## src/hdl/csms_cfg.svh

```systemverilog
// Constants for the chip-select merge and stretch block
// ****************************************************************
// ****************************************************************
`ifndef CSMS_CFG_SVH
`define CSMS_CFG_SVH

// ****************************************************************
// Register indices and bus widths
// ****************************************************************
`define CSMS_ADDR_W        12
`define CSMS_DATA_W        32
`define CSMS_REG_W         8
`define CSMS_IDX_STRETCH   8'h5a
`define CSMS_IDX_GP1C      8'h5d
`define CSMS_IDX_GP2C      8'h5f
`define CSMS_IDX_STATUS    8'h60
`define CSMS_REG_RESET     8'h00

// ****************************************************************
// Field positions
// ****************************************************************
`define CSMS_GP1C_TO_PROG   7
`define CSMS_GP1C_POL       6
`define CSMS_GP1C_TO_SECOND 5
`define CSMS_GP2C_TO_PROG   7
`define CSMS_GP2C_POL       6
`define CSMS_STR_IO_LSB     6
`define CSMS_STR_GP1_LSB    4
`define CSMS_STR_GP2_LSB    2
`define CSMS_STR_PROG_LSB   0
`define CSMS_ST_PHASE_LSB   0
`define CSMS_ST_REMAIN_LSB  2
`define CSMS_ST_PINS_LSB    6

// ****************************************************************
// Timing
// ****************************************************************
`define CSMS_CLK_NS        20
`define CSMS_E_HALF_NS     40
`define CSMS_HALF_CYC      ((`CSMS_E_HALF_NS) / (`CSMS_CLK_NS))
`define CSMS_BUS_CYC       (2 * `CSMS_HALF_CYC)

`endif

```

## src/hdl/csms_pkg.sv

```systemverilog
// Types for the chip-select merge and stretch block
package csms_pkg;

  typedef enum logic [1:0] {
    PH_LOW,
    PH_HIGH,
    PH_STRETCH
  } csms_phase_type;

  typedef enum logic [2:0] {
    SEL_NONE,
    SEL_IO,
    SEL_PROG,
    SEL_GP1,
    SEL_GP2
  } csms_match_type;

endpackage

```

## src/hdl/csms_stretch.sv

```systemverilog
// Down counter that times an E-clock stretch in pclk cycles
`timescale 1ns/1ns
module csms_stretch (
  input  wire logic       clk,
  input  wire logic       rst_n,
  input  wire logic       load,
  input  wire logic [3:0] cycles,
  output logic            busy,
  output logic            last,
  output logic [3:0]      remaining
);

  logic [3:0] remaining_q;
  logic [3:0] remaining_d;

  always_comb begin
    remaining_d = remaining_q;
    if (load) begin
      remaining_d = cycles;
    end else if (remaining_q != 4'h0) begin
      remaining_d = remaining_q - 4'h1;
    end
  end

  always_ff @(posedge clk or negedge rst_n) begin
    if (!rst_n) begin
      remaining_q <= 4'h0;
    end else begin
      remaining_q <= remaining_d;
    end
  end

  assign busy      = remaining_q != 4'h0;
  assign last      = remaining_q == 4'h1;
  assign remaining = remaining_q;

endmodule

```

## src/hdl/csms_top.sv

```systemverilog
// Chip-select routing merge, polarity and E-clock stretch with APB registers
//
// The implementer's own choice: the APB interface to the registers.
`timescale 1ns/1ns
`include "csms_cfg.svh"
module csms_top (
  input  wire logic                     pclk,
  input  wire logic                     presetn,
  input  wire logic                     psel,
  input  wire logic                     penable,
  input  wire logic                     pwrite,
  input  wire logic [`CSMS_ADDR_W-1:0]  paddr,
  input  wire logic [`CSMS_DATA_W-1:0]  pwdata,
  input  wire logic [3:0]               pstrb,
  output logic [`CSMS_DATA_W-1:0]       prdata,
  output logic                          pready,
  output logic                          pslverr,
  input  wire logic                     io_area,
  input  wire logic                     prog_area,
  input  wire logic                     gp1_area,
  input  wire logic                     gp2_area,
  input  wire logic                     io_polarity,
  input  wire logic                     program_polarity,
  output logic                          e_clk,
  output logic                          cpu_hold,
  output logic                          bus_rate_tick,
  output logic                          io_select_pin,
  output logic                          program_select_pin,
  output logic                          general_select_one_pin,
  output logic                          general_select_two_pin
);

  // ****************************************************************
  // Helper functions
  // ****************************************************************

  function automatic logic reg_hit(
    input logic [`CSMS_ADDR_W-1:0] addr,
    input logic [7:0]              idx
  );
    reg_hit = addr == `CSMS_ADDR_W'({idx, 2'b00});
  endfunction

  function automatic logic [1:0] field2(
    input logic [`CSMS_REG_W-1:0] r,
    input int unsigned            lsb
  );
    field2 = r[lsb +: 2];
  endfunction

  // Count of extra bus cycles turned into pclk cycles
  function automatic logic [3:0] stretch_cycles(
    input logic [1:0] count
  );
    stretch_cycles = 4'(count * `CSMS_BUS_CYC);
  endfunction

  // Polarity bit 0 means active low
  function automatic logic drive_level(
    input logic asserted,
    input logic active_high
  );
    drive_level = active_high ? asserted : ~asserted;
  endfunction

  // ****************************************************************
  // Register file
  // ****************************************************************

  logic [`CSMS_REG_W-1:0] stretch_q;
  logic [`CSMS_REG_W-1:0] stretch_d;
  logic [`CSMS_REG_W-1:0] gp1c_q;
  logic [`CSMS_REG_W-1:0] gp1c_d;
  logic [`CSMS_REG_W-1:0] gp2c_q;
  logic [`CSMS_REG_W-1:0] gp2c_d;
  logic [`CSMS_DATA_W-1:0] prdata_q;
  logic [`CSMS_DATA_W-1:0] prdata_d;
  logic                    pslverr_q;
  logic                    pslverr_d;
  logic                    hit_stretch;
  logic                    hit_gp1c;
  logic                    hit_gp2c;
  logic                    hit_status;
  logic                    mapped;
  logic                    wr_en;
  logic [`CSMS_REG_W-1:0]  status_val;

  assign hit_stretch = reg_hit(paddr, `CSMS_IDX_STRETCH);
  assign hit_gp1c    = reg_hit(paddr, `CSMS_IDX_GP1C);
  assign hit_gp2c    = reg_hit(paddr, `CSMS_IDX_GP2C);
  assign hit_status  = reg_hit(paddr, `CSMS_IDX_STATUS);
  assign mapped      = hit_stretch | hit_gp1c | hit_gp2c | hit_status;

  // Writes land only on the access edge; only the low byte lane holds data
  assign wr_en = psel & penable & pwrite & mapped & pstrb[0];

  always_comb begin
    stretch_d = stretch_q;
    gp1c_d    = gp1c_q;
    gp2c_d    = gp2c_q;
    if (wr_en) begin
      if (hit_stretch) begin
        stretch_d = pwdata[`CSMS_REG_W-1:0];
      end
      if (hit_gp1c) begin
        gp1c_d = pwdata[`CSMS_REG_W-1:0];
      end
      if (hit_gp2c) begin
        gp2c_d = pwdata[`CSMS_REG_W-1:0];
      end
    end
  end

  // Read data is captured in the setup cycle so the access phase never waits
  always_comb begin
    prdata_d  = prdata_q;
    pslverr_d = pslverr_q;
    if (psel && !penable) begin
      prdata_d  = '0;
      pslverr_d = ~mapped;
      if (!pwrite) begin
        if (hit_stretch) begin
          prdata_d[`CSMS_REG_W-1:0] = stretch_q;
        end else if (hit_gp1c) begin
          prdata_d[`CSMS_REG_W-1:0] = gp1c_q;
        end else if (hit_gp2c) begin
          prdata_d[`CSMS_REG_W-1:0] = gp2c_q;
        end else if (hit_status) begin
          prdata_d[`CSMS_REG_W-1:0] = status_val;
        end
      end
    end
  end

  always_ff @(posedge pclk or negedge presetn) begin
    if (!presetn) begin
      stretch_q <= `CSMS_REG_RESET;
      gp1c_q    <= `CSMS_REG_RESET;
      gp2c_q    <= `CSMS_REG_RESET;
      prdata_q  <= '0;
      pslverr_q <= 1'b0;
    end else begin
      stretch_q <= stretch_d;
      gp1c_q    <= gp1c_d;
      gp2c_q    <= gp2c_d;
      prdata_q  <= prdata_d;
      pslverr_q <= pslverr_d;
    end
  end

  assign prdata  = prdata_q;
  assign pslverr = pslverr_q;
  assign pready  = 1'b1;

  // ****************************************************************
  // Routing merge
  // ****************************************************************

  logic to_second;
  logic one_to_prog;
  logic two_to_prog;
  logic one_to_two;
  logic one_own;
  logic two_own;
  logic prog_asserted;
  logic gp1_asserted;
  logic gp2_asserted;

  assign to_second   = gp1c_q[`CSMS_GP1C_TO_SECOND];
  assign one_to_prog = gp1c_q[`CSMS_GP1C_TO_PROG];
  assign two_to_prog = gp2c_q[`CSMS_GP2C_TO_PROG];

  // Routing to program wins over routing to the second general select,
  // and a second select that is itself routed away leaves the first on its own pin
  assign one_to_two = to_second & ~one_to_prog & ~two_to_prog;
  assign one_own    = ~one_to_prog & ~(to_second & ~two_to_prog);
  assign two_own    = ~two_to_prog;

  // Ranges are taken as disjoint, so the OR never has to arbitrate
  assign prog_asserted = prog_area
                       | (one_to_prog & gp1_area)
                       | (two_to_prog & gp2_area);
  assign gp2_asserted  = two_own & (gp2_area | (one_to_two & gp1_area));
  assign gp1_asserted  = one_own & gp1_area;

  // ****************************************************************
  // Stretch selection
  // ****************************************************************

  csms_pkg::csms_match_type match;
  logic [1:0]               match_count;

  // Stretch belongs to whichever range matched, not to the pin it drives
  always_comb begin
    match       = csms_pkg::SEL_NONE;
    match_count = 2'b00;
    if (io_area) begin
      match       = csms_pkg::SEL_IO;
      match_count = field2(stretch_q, `CSMS_STR_IO_LSB);
    end else if (prog_area) begin
      match       = csms_pkg::SEL_PROG;
      match_count = field2(stretch_q, `CSMS_STR_PROG_LSB);
    end else if (gp1_area) begin
      match       = csms_pkg::SEL_GP1;
      match_count = field2(stretch_q, `CSMS_STR_GP1_LSB);
    end else if (gp2_area) begin
      match       = csms_pkg::SEL_GP2;
      match_count = field2(stretch_q, `CSMS_STR_GP2_LSB);
    end
  end

  // ****************************************************************
  // E clock phase machine
  // ****************************************************************

  csms_pkg::csms_phase_type phase_q;
  csms_pkg::csms_phase_type phase_d;
  logic [1:0]               half_q;
  logic [1:0]               half_d;
  logic                     half_end;
  logic                     st_load;
  logic                     st_busy;
  logic                     st_last;
  logic [3:0]               st_remain;

  assign half_end = half_q == 2'(`CSMS_HALF_CYC - 1);

  always_comb begin
    phase_d = phase_q;
    half_d  = half_q;
    st_load = 1'b0;
    case (phase_q)
      csms_pkg::PH_LOW: begin
        half_d = half_end ? 2'b00 : half_q + 2'b01;
        if (half_end) begin
          phase_d = csms_pkg::PH_HIGH;
        end
      end
      csms_pkg::PH_HIGH: begin
        half_d = half_end ? 2'b00 : half_q + 2'b01;
        if (half_end) begin
          if (match != csms_pkg::SEL_NONE && match_count != 2'b00) begin
            st_load = 1'b1;
            phase_d = csms_pkg::PH_STRETCH;
          end else begin
            phase_d = csms_pkg::PH_LOW;
          end
        end
      end
      csms_pkg::PH_STRETCH: begin
        half_d = 2'b00;
        if (st_last || !st_busy) begin
          phase_d = csms_pkg::PH_LOW;
        end
      end
      default: begin
        phase_d = csms_pkg::PH_LOW;
        half_d  = 2'b00;
      end
    endcase
  end

  always_ff @(posedge pclk or negedge presetn) begin
    if (!presetn) begin
      phase_q <= csms_pkg::PH_LOW;
      half_q  <= 2'b00;
    end else begin
      phase_q <= phase_d;
      half_q  <= half_d;
    end
  end

  csms_stretch u_stretch (
    .clk       (pclk),
    .rst_n     (presetn),
    .load      (st_load),
    .cycles    (stretch_cycles(match_count)),
    .busy      (st_busy),
    .last      (st_last),
    .remaining (st_remain)
  );

  // ****************************************************************
  // E clock and pin registers
  // ****************************************************************

  logic e_q;
  logic e_d;
  logic io_pin_q;
  logic io_pin_d;
  logic prog_pin_q;
  logic prog_pin_d;
  logic gp1_pin_q;
  logic gp1_pin_d;
  logic gp2_pin_q;
  logic gp2_pin_d;
  logic [3:0] asserted_q;
  logic [3:0] asserted_d;
  logic edge_now;

  // Pins move only when E changes level, and freeze through a stretch
  assign edge_now = (phase_d == csms_pkg::PH_LOW) != (phase_q == csms_pkg::PH_LOW);

  always_comb begin
    e_d        = phase_d != csms_pkg::PH_LOW;
    io_pin_d   = io_pin_q;
    prog_pin_d = prog_pin_q;
    gp1_pin_d  = gp1_pin_q;
    gp2_pin_d  = gp2_pin_q;
    asserted_d = asserted_q;
    if (edge_now) begin
      asserted_d = {io_area, prog_asserted, gp1_asserted, gp2_asserted};
      io_pin_d   = drive_level(io_area, io_polarity);
      prog_pin_d = drive_level(prog_asserted, program_polarity);
      gp1_pin_d  = drive_level(gp1_asserted, gp1c_q[`CSMS_GP1C_POL]);
      gp2_pin_d  = drive_level(gp2_asserted, gp2c_q[`CSMS_GP2C_POL]);
    end
  end

  // Reset levels are the inactive levels of active-low pins
  always_ff @(posedge pclk or negedge presetn) begin
    if (!presetn) begin
      e_q        <= 1'b0;
      io_pin_q   <= 1'b1;
      prog_pin_q <= 1'b1;
      gp1_pin_q  <= 1'b1;
      gp2_pin_q  <= 1'b1;
      asserted_q <= 4'h0;
    end else begin
      e_q        <= e_d;
      io_pin_q   <= io_pin_d;
      prog_pin_q <= prog_pin_d;
      gp1_pin_q  <= gp1_pin_d;
      gp2_pin_q  <= gp2_pin_d;
      asserted_q <= asserted_d;
    end
  end

  assign e_clk                  = e_q;
  assign cpu_hold               = phase_q == csms_pkg::PH_STRETCH;
  assign io_select_pin          = io_pin_q;
  assign program_select_pin     = prog_pin_q;
  assign general_select_one_pin = gp1_pin_q;
  assign general_select_two_pin = gp2_pin_q;

  // ****************************************************************
  // Free-running bus rate tick
  // ****************************************************************

  logic [2:0] rate_q;
  logic [2:0] rate_d;
  logic       tick_q;
  logic       tick_d;

  // Timers and baud generators use this, never E, so a stretch cannot slow them
  always_comb begin
    if (rate_q == 3'(`CSMS_BUS_CYC - 1)) begin
      rate_d = 3'h0;
      tick_d = 1'b1;
    end else begin
      rate_d = rate_q + 3'h1;
      tick_d = 1'b0;
    end
  end

  always_ff @(posedge pclk or negedge presetn) begin
    if (!presetn) begin
      rate_q <= 3'h0;
      tick_q <= 1'b0;
    end else begin
      rate_q <= rate_d;
      tick_q <= tick_d;
    end
  end

  assign bus_rate_tick = tick_q;

  // ****************************************************************
  // Status word
  // ****************************************************************

  logic [1:0] phase_code;

  always_comb begin
    case (phase_q)
      csms_pkg::PH_LOW:     phase_code = 2'h0;
      csms_pkg::PH_HIGH:    phase_code = 2'h1;
      csms_pkg::PH_STRETCH: phase_code = 2'h2;
      default:              phase_code = 2'h3;
    endcase
  end

  always_comb begin
    status_val = '0;
    status_val[`CSMS_ST_PHASE_LSB +: 2]  = phase_code;
    status_val[`CSMS_ST_REMAIN_LSB +: 4] = st_remain;
    // Asserted state of program and first general
    status_val[`CSMS_ST_PINS_LSB +: 2]   = asserted_q[2:1];
  end

endmodule

```

## config.mk

```make
export PLATFORM = sky130hd
export DESIGN_NAME = csms_top
export DESIGN_NICKNAME = d
export VERILOG_FILES = /design/src/hdl/csms_pkg.sv /design/src/hdl/csms_stretch.sv /design/src/hdl/csms_top.sv
export VERILOG_INCLUDE_DIRS = /design/src /design/src/hdl
export SDC_FILE = /design/constraint.sdc
export NUM_CORES = 1
export LEC_CHECK = 0
export BUFFER_PORTS_ARGS = -buffer_cell sky130_fd_sc_hd__buf_2
export CORE_ASPECT_RATIO = 2
export CORE_MARGIN = 2
export CORE_UTILIZATION = 45
export CTS_CLUSTER_SIZE = 20
export DETAILED_ROUTE_END_ITERATION = 6
export PLACE_DENSITY = 0.71
export RECOVER_POWER = 100
export SLEW_MARGIN = 20
export SYNTH_ARGS = -nofsm -noshare
export SYNTH_HDL_FRONTEND = slang
export SYNTH_SLANG_ARGS = --single-unit
```

## constraint.sdc

```tcl
create_clock -name pclk -period 4.16 [get_ports pclk]
set_input_delay 0.832 -clock pclk [delete_from_list [all_inputs] [get_ports pclk]]
set_output_delay 0.832 -clock pclk [all_outputs]
set_load 0.02 [all_outputs]
```

==> out/results.tsv, run 1 <==
metric	value	unit
final core occ	0.5141	
period utilization	0.7769	
CP Cell Sequence	buf_2 -> nor4_1 -> nand3b_4 -> nor4_1 -> a22oi_1 -> o21ai_0	
Fin. Hold Viols	0	
Post-DRT Antenna Nets	0	
Clock Path Buffers	2	
CP max stage delay	1.39	ns
GPL Wtd Cong	0.8935	
DRC Markers	0	
Nets	363	
root buf cell	clkbuf_16	
Worst-Skew Late Latency	0.30	ns
YS warnings	0	
top cell type's share of synthesized area	0.4340	
total grt overflow	0	
All-Layer GR Usage	0.1898	
post-CTS setup buffers	0	
slowest library cell on the worst path	nor4_1	
synthesized flop and latch total	52	
Setup crit start kind	input port	
Starting DRT DRC Count	73	
Setup-failing EPs final	0	
CP delay by family, top	simple AND/OR/NAND/NOR gates	
Max Fclk	0.3094	GHz
routed vias	2021	
Final HPWL DP	4.466	mm
Worst setup EP type	flip-flop	
async set or reset register ratio after synthesis	1.000	
top-count cell post-synth	dfrtp_1	
Routed wire per std cell	16.36	um
Leak	0.001450	uW
slew margin rel.	-0.1316	
TritonCTS buffer count	5	
io pins	100	
peak supply drop	0.3504	mV
post-synthesis cell area	2768	sq um
initial antenna violation count	0	
sequential share of power	0.446	
register area share after synthesis	0.4720	
starting density of the core	0.4647	
Buf/Inv on CP	1	
Critical Path Fanout Max	8	
Tmin final	3.232	ns
Pre-Repair DR Iteration Count	4	
synth unique cells	47	
Comb pwr share	0.251	
Clk network pwr share	0.303	
Tightest Pin Transition	1.682	ns
Psw	468.2	uW
max_cap viols	2	
Post-synth top cells	dfrtp_1 (48), mux2_2 (28), buf_4 (25), nor2_1 (20)	
die height	114.9	um
P&R area growth vs syn	10.62	%
Internal Power	951.9	uW
fillers	558	
core box area	5956	sq um
clock skew	0.007568	ns
share of layout cells above drive strength 1	0.2558	
Clock Sinks	52	
CTS tree	yes	
CP arrival	3.45	ns
setup TNS	0	ns
Detailed Route WL	5.956	mm
die area	6832	sq um
Main synth FF type	dfrtp_1	
mean post-synth cell area	10.98	sq um
vias in the first global route	1998	
H-tree depth	2	
failing checks	capacitance limit, slew limit	
n_diodes	0	
Die Width	59.46	um
pwr dens	463.8	nW/um^2
run status	finished, violations left	
Post-synth EDFFs	0	
# port buffers	47	
Vias/cell	5.552	
top post-synthesis cells by area	dfrtp_1 (43%), mux2_2 (11%), buf_4 (6.8%), dfstp_2 (3.8%), nor2_1 (2.7%)	
pin count of the biggest net entering global routing	39	
Synth Instances	252	
Storage cell area	1306	sq um
RSZ-0062 raised after global routing	no	
Switching Fraction	0.3297	
Hold Crit Class	reg2reg	
crit-path most repeated cell	nor4_1	
CP Class	in2reg	
leading area contributor after synthesis	dfrtp_1	
Worst Path Required	4.38	ns
area taken by multi-input logic gates	1285	sq um
Site Rows	40	
Reg clk slew, reported paths	0.07	ns
Max Slew Vio Count	19	
hold-fix buffers at CTS	0	
global-route wire length before repair	9.660	mm
post_cts resized	0	
## through the flow
stage	power (uW)	hold slack, ns	worst slack [ns]	instance area [sq um]	instances
finish	1420	0.4245	0.9280	3062	364
global route	1515	0.4550	0.8059	3062	364
CTS	1445	0.4219	1.493	3123	364
detailed placement	1015	0.4114	1.217	2969	356
global placement	998.1	0.4082	1.272	2969	356
floorplan	915.0	0.3973	1.798	2854	275
## cells in the final DEF, fill, tap and decap left out, types with 3 or more instances in the layout
| master | instances |
|---|---|
| clkbuf_1 | 19 |
| o21ai_0 | 14 |
| a21oi_1 | 10 |
| dfstp_2 | 4 |
| buf_2 | 28 |
| nand3_1 | 3 |
| nor3_1 | 3 |
| dfrtp_1 | 48 |
| xnor2_1 | 5 |
| o2bb2ai_1 | 8 |
| nand2_1 | 13 |
| nor2b_1 | 7 |
| mux2_2 | 28 |
| ha_1 | 4 |
| nor4_1 | 3 |
| nand2b_1 | 4 |
| clkbuf_16 | 5 |
| a211oi_1 | 5 |
| inv_1 | 5 |
| nor3b_1 | 3 |
| conb_1 | 25 |
| nor2_1 | 20 |
| a22oi_1 | 8 |
## final timing paths
path	slack (ns)	cells past startpoint	to	from
setup / recovery	0.93	6	prdata[4]	paddr[11]
hold / removal	0.42	1	half_q[0]	half_q[0]
setup reg to reg	2.24	6	asserted_q[1]	u_stretch.remaining[0]
hold reg to reg	0.42	1	half_q[0]	half_q[0]
max in group asynchronous	2.54	2	general_select_one_pin	presetn
min in group asynchronous	0.61	1	gp1c_q[2]	presetn
## power groups by stage
stage | Sequential (uW) | Clock (uW) | Combinational [uW]
finish | 634 | 431 | 356
global route | 643 | 462 | 410
CTS | 634 | 436 | 376
detailed placement | 642 | 0 | 373
global placement | 640 | 0 | 358
floorplan | 655 | 0 | 260
## layout make-up
| class | instances | share of cell area |
|---|---|---|
| clock buffer | 5 | 0.04087 |
| timing repair buffer | 48 | 0.07152 |
| sequential | 52 | 0.4266 |
| clock inverter | 3 | 0.009399 |
| multi-input combinational | 188 | 0.4197 |
| inverter | 5 | 0.006130 |
| tap | 63 | 0.02575 |
## flip-flops by register name, summed over array words and instances, names as in the netlist, 3 cells and up
name	cells
gp1c_q	8
gp2c_q	8
prdata	8
rate_q	3
stretch_q	8
u_stretch.remaining	4
## cells by family (layout without fill, tap and decap cells)
| family | count (synthesis) | in the layout | share of synthesized area |
|---|---|---|---|
| mux | 29 | 29 | 0.1175 |
| compound gates | 50 | 50 | 0.1194 |
| simple gates | 74 | 74 | 0.1700 |
| other cells | 2 | 25 | 0.002713 |
| flops | 52 | 52 | 0.4720 |
| xor+xnor | 6 | 6 | 0.01899 |
| buf+inv | 35 | 61 | 0.08138 |
| fa+ha+maj | 4 | 4 | 0.01808 |
## routing by layer
layer  track usage  wire length (um)  vias up  share of wire
li1              -                 -      945              -
met3       0.02362               278       15          0.047
met4        0.1091               258        0          0.043
met1        0.2176              2291      983           0.38
met2        0.3267              3127       78           0.53
met5             0                 0        -              0
No activity file was read; power rests on OpenSTA's default activity.
==> run 2: changes to the inputs <==
--- a/config.mk
+++ b/config.mk
@@ -12,7 +12,7 @@
 export CORE_UTILIZATION = 45
 export CTS_CLUSTER_SIZE = 20
 export DETAILED_ROUTE_END_ITERATION = 6
-export PLACE_DENSITY = 0.71
+export PLACE_DENSITY = 0.73
 export RECOVER_POWER = 100
 export SLEW_MARGIN = 20
 export SYNTH_ARGS = -nofsm -noshare
==> constraint.sdc (replaced) <==
create_clock -name pclk -period 2.63 [get_ports pclk]
set_input_delay 0.526 -clock pclk [delete_from_list [all_inputs] [get_ports pclk]]
set_output_delay 0.526 -clock pclk [all_outputs]
set_load 0.02 [all_outputs]
==> run 2 against run 1 <==
The run now ends clean; largest cell class unchanged; utilization up 0.23 points; combinational power up 61%; design area up 0.45%; clock power up 52%; critical path type unchanged; critical endpoint is now stretch_q[6].
==> out/results.tsv, run 2 (synthesis gave the netlist of run 1 again) <==
metric	value	unit	change
run status	completed		was finished, violations left
Placed Cells	361		was 356
Worst Path Required	2.81	ns	was 4.38 ns
Critical Path Fanout Max	8		unchanged
met3 WL post-DR	288	um	was 278 um
Fin. Hold Viols	0		unchanged
Setup crit start kind	input port		unchanged
final core occ	0.5164		was 0.5141
Worst-Skew Late Latency	0.29	ns	was 0.30 ns
Pre-Repair DR Iteration Count	4		unchanged
area taken by multi-input logic gates	1279	sq um	was 1285 sq um
Post-DRT Antenna Nets	0		unchanged
routed vias	2019		was 2,021
top layer in use	met4		unchanged
Storage cell area	1306	sq um	unchanged
peak supply drop	0.5804	mV	was 0.3504 mV
CTS tree	yes		unchanged
Die Width	59.46	um	unchanged
DRC Markers	0		unchanged
period utilization	0.8200		
Final HPWL DP	4.689	mm	was 4.466 mm
# port buffers	47		unchanged
GPL Wtd Cong	0.8788		was 0.8935
Max Slew Vio Count	0		was 19
Routed wire per std cell	16.50	um	was 16.36 um
Nets	368		was 363
post-CTS setup buffers	0		unchanged
TritonCTS buffer count	5		unchanged
die height	114.9	um	unchanged
Worst setup EP type	flip-flop		unchanged
io pins	100		unchanged
starting density of the core	0.4647		unchanged
Hold Crit Class	in2async		was reg2reg
global-route wire length before repair	10.04	mm	was 9.660 mm
leading cell types in the layout, fill and taps excluded	dfrtp_1 (48), mux2_2 (28), buf_2 (28)		unchanged
root buf cell	clkbuf_16		unchanged
setup TNS	0	ns	unchanged
initial antenna violation count	0		unchanged
Tightest Pin Transition	1.081	ns	was 1.682 ns
Detailed Route WL	6.090	mm	was 5.956 mm
clock skew	0.005899	ns	was 0.007568 ns
Clock Path Buffers	2		unchanged
M1 WL	2.262	mm	was 2.291 mm
die area	6832	sq um	unchanged
Starting DRT DRC Count	61		was 73
final non-filler cell total	369		was 364
pin count of the biggest net entering global routing	46		was 39
CP Class	in2reg		unchanged
P&R area growth vs syn	11.12	%	was 10.62%
hold-fix buffers at CTS	0		unchanged
share of layout cells above drive strength 1	0.2582		was 0.2558
final hold slack	0.4200	ns	was 0.4245 ns
Site Rows	40		unchanged
Tmin final	2.157	ns	
All-Layer GR Usage	0.1967		was 0.1898
vias in the first global route	2108		was 1,998
core box area	5956	sq um	unchanged
slew margin rel.	0.2795		was -0.1316
Leak	0.001442	uW	was 0.001450 uW
H-tree depth	2		unchanged
commonest non-fill, non-tap cell in the layout	dfrtp_1		unchanged
Setup-failing EPs final	0		unchanged
Clock Sinks	52		unchanged
DR WL met2	3.367	mm	was 3.127 mm
pre-CTS setup slack	0.3440	ns	was 1.217 ns
RSZ-0062 raised after global routing	no		unchanged
CP arrival	2.34	ns	was 3.45 ns
Reg clk slew, reported paths	0.07	ns	about the same
post_cts resized	0		unchanged
max_cap viols	0		was 2
total grt overflow	0		unchanged
pwr dens	725.1	nW/um^2	was 463.8 nW/um^2
Vias/cell	5.472		was 5.552
n_diodes	0		unchanged
PnR worst setup slack	0.4733	ns	was 0.9280 ns
fillers	557		was 558
Max Fclk	0.4637	GHz	
## run 2: cell types whose count changed in the layout (fill, tap and decap cells not counted), sizes merged
| cell | previous run | this run |
|---|---|---|
| clkbuf | 24 | 28 |
| buf | 29 | 30 |
| clkinvlp | 0 | 1 |
| inv | 8 | 7 |
## run 2: cell type report
type,count,share of cell area
Clock inverter,3,0.008137
Timing Repair Buffer,53,0.07893
Clock buffer,5,0.04068
Tap cell,63,0.02563
Inverter,5,0.006103
Multi-Input combinational cell,188,0.4158
Sequential cell,52,0.4247
## run 2: power by group
| group | switching [uW] | leakage [uW] | internal [uW] |
|---|---|---|---|
| registers | 83.5 | 0.000682 | 917 |
| clock network | 297 | 0.0000708 | 359 |
| logic | 350 | 0.000688 | 223 |
| total | 731 | 0.00144 | 1500 |
## run 2: path summary, 6_finish.rpt
path	slack, ns	from	cells after the start	end
max in group asynchronous	1.46	presetn	2	gp1c_q[1]
min in group pclk	0.42	half_q[0]	1	half_q[0]
setup reg to reg	0.71	u_stretch.remaining[1]	6	asserted_q[1]
setup / recovery	0.47	paddr[11]	6	stretch_q[6]
hold / removal	0.42	presetn	1	prdata[2]
hold reg to reg	0.42	half_q[0]	1	half_q[0]
## run 2: worst max-delay path, stage by stage
cell,delay (ns)
buf_2,0.10
nor4_2,0.35
nand3b_4,0.18
nor4_1,0.30
clkbuf_1,0.47
mux2_2,0.40
## run 2: metal layers
| metal | GRT usage | vias to the layer above |
|---|---|---|
| li1 | - | 953 |
| met1 | 0.2135 | 979 |
| met2 | 0.3480 | 74 |
| met3 | 0.02700 | 13 |
| met4 | 0.1152 | 0 |
| met5 | 0 | - |
## run 2: through the flow
step / total power, uW / instance area (sq um)
final: 2230 / 3075
after global routing: 2356 / 3075
after CTS: 2272 / 3157
after detailed placement: 1613 / 3007
after global placement: 1582 / 3007
after floorplan: 1447 / 2854
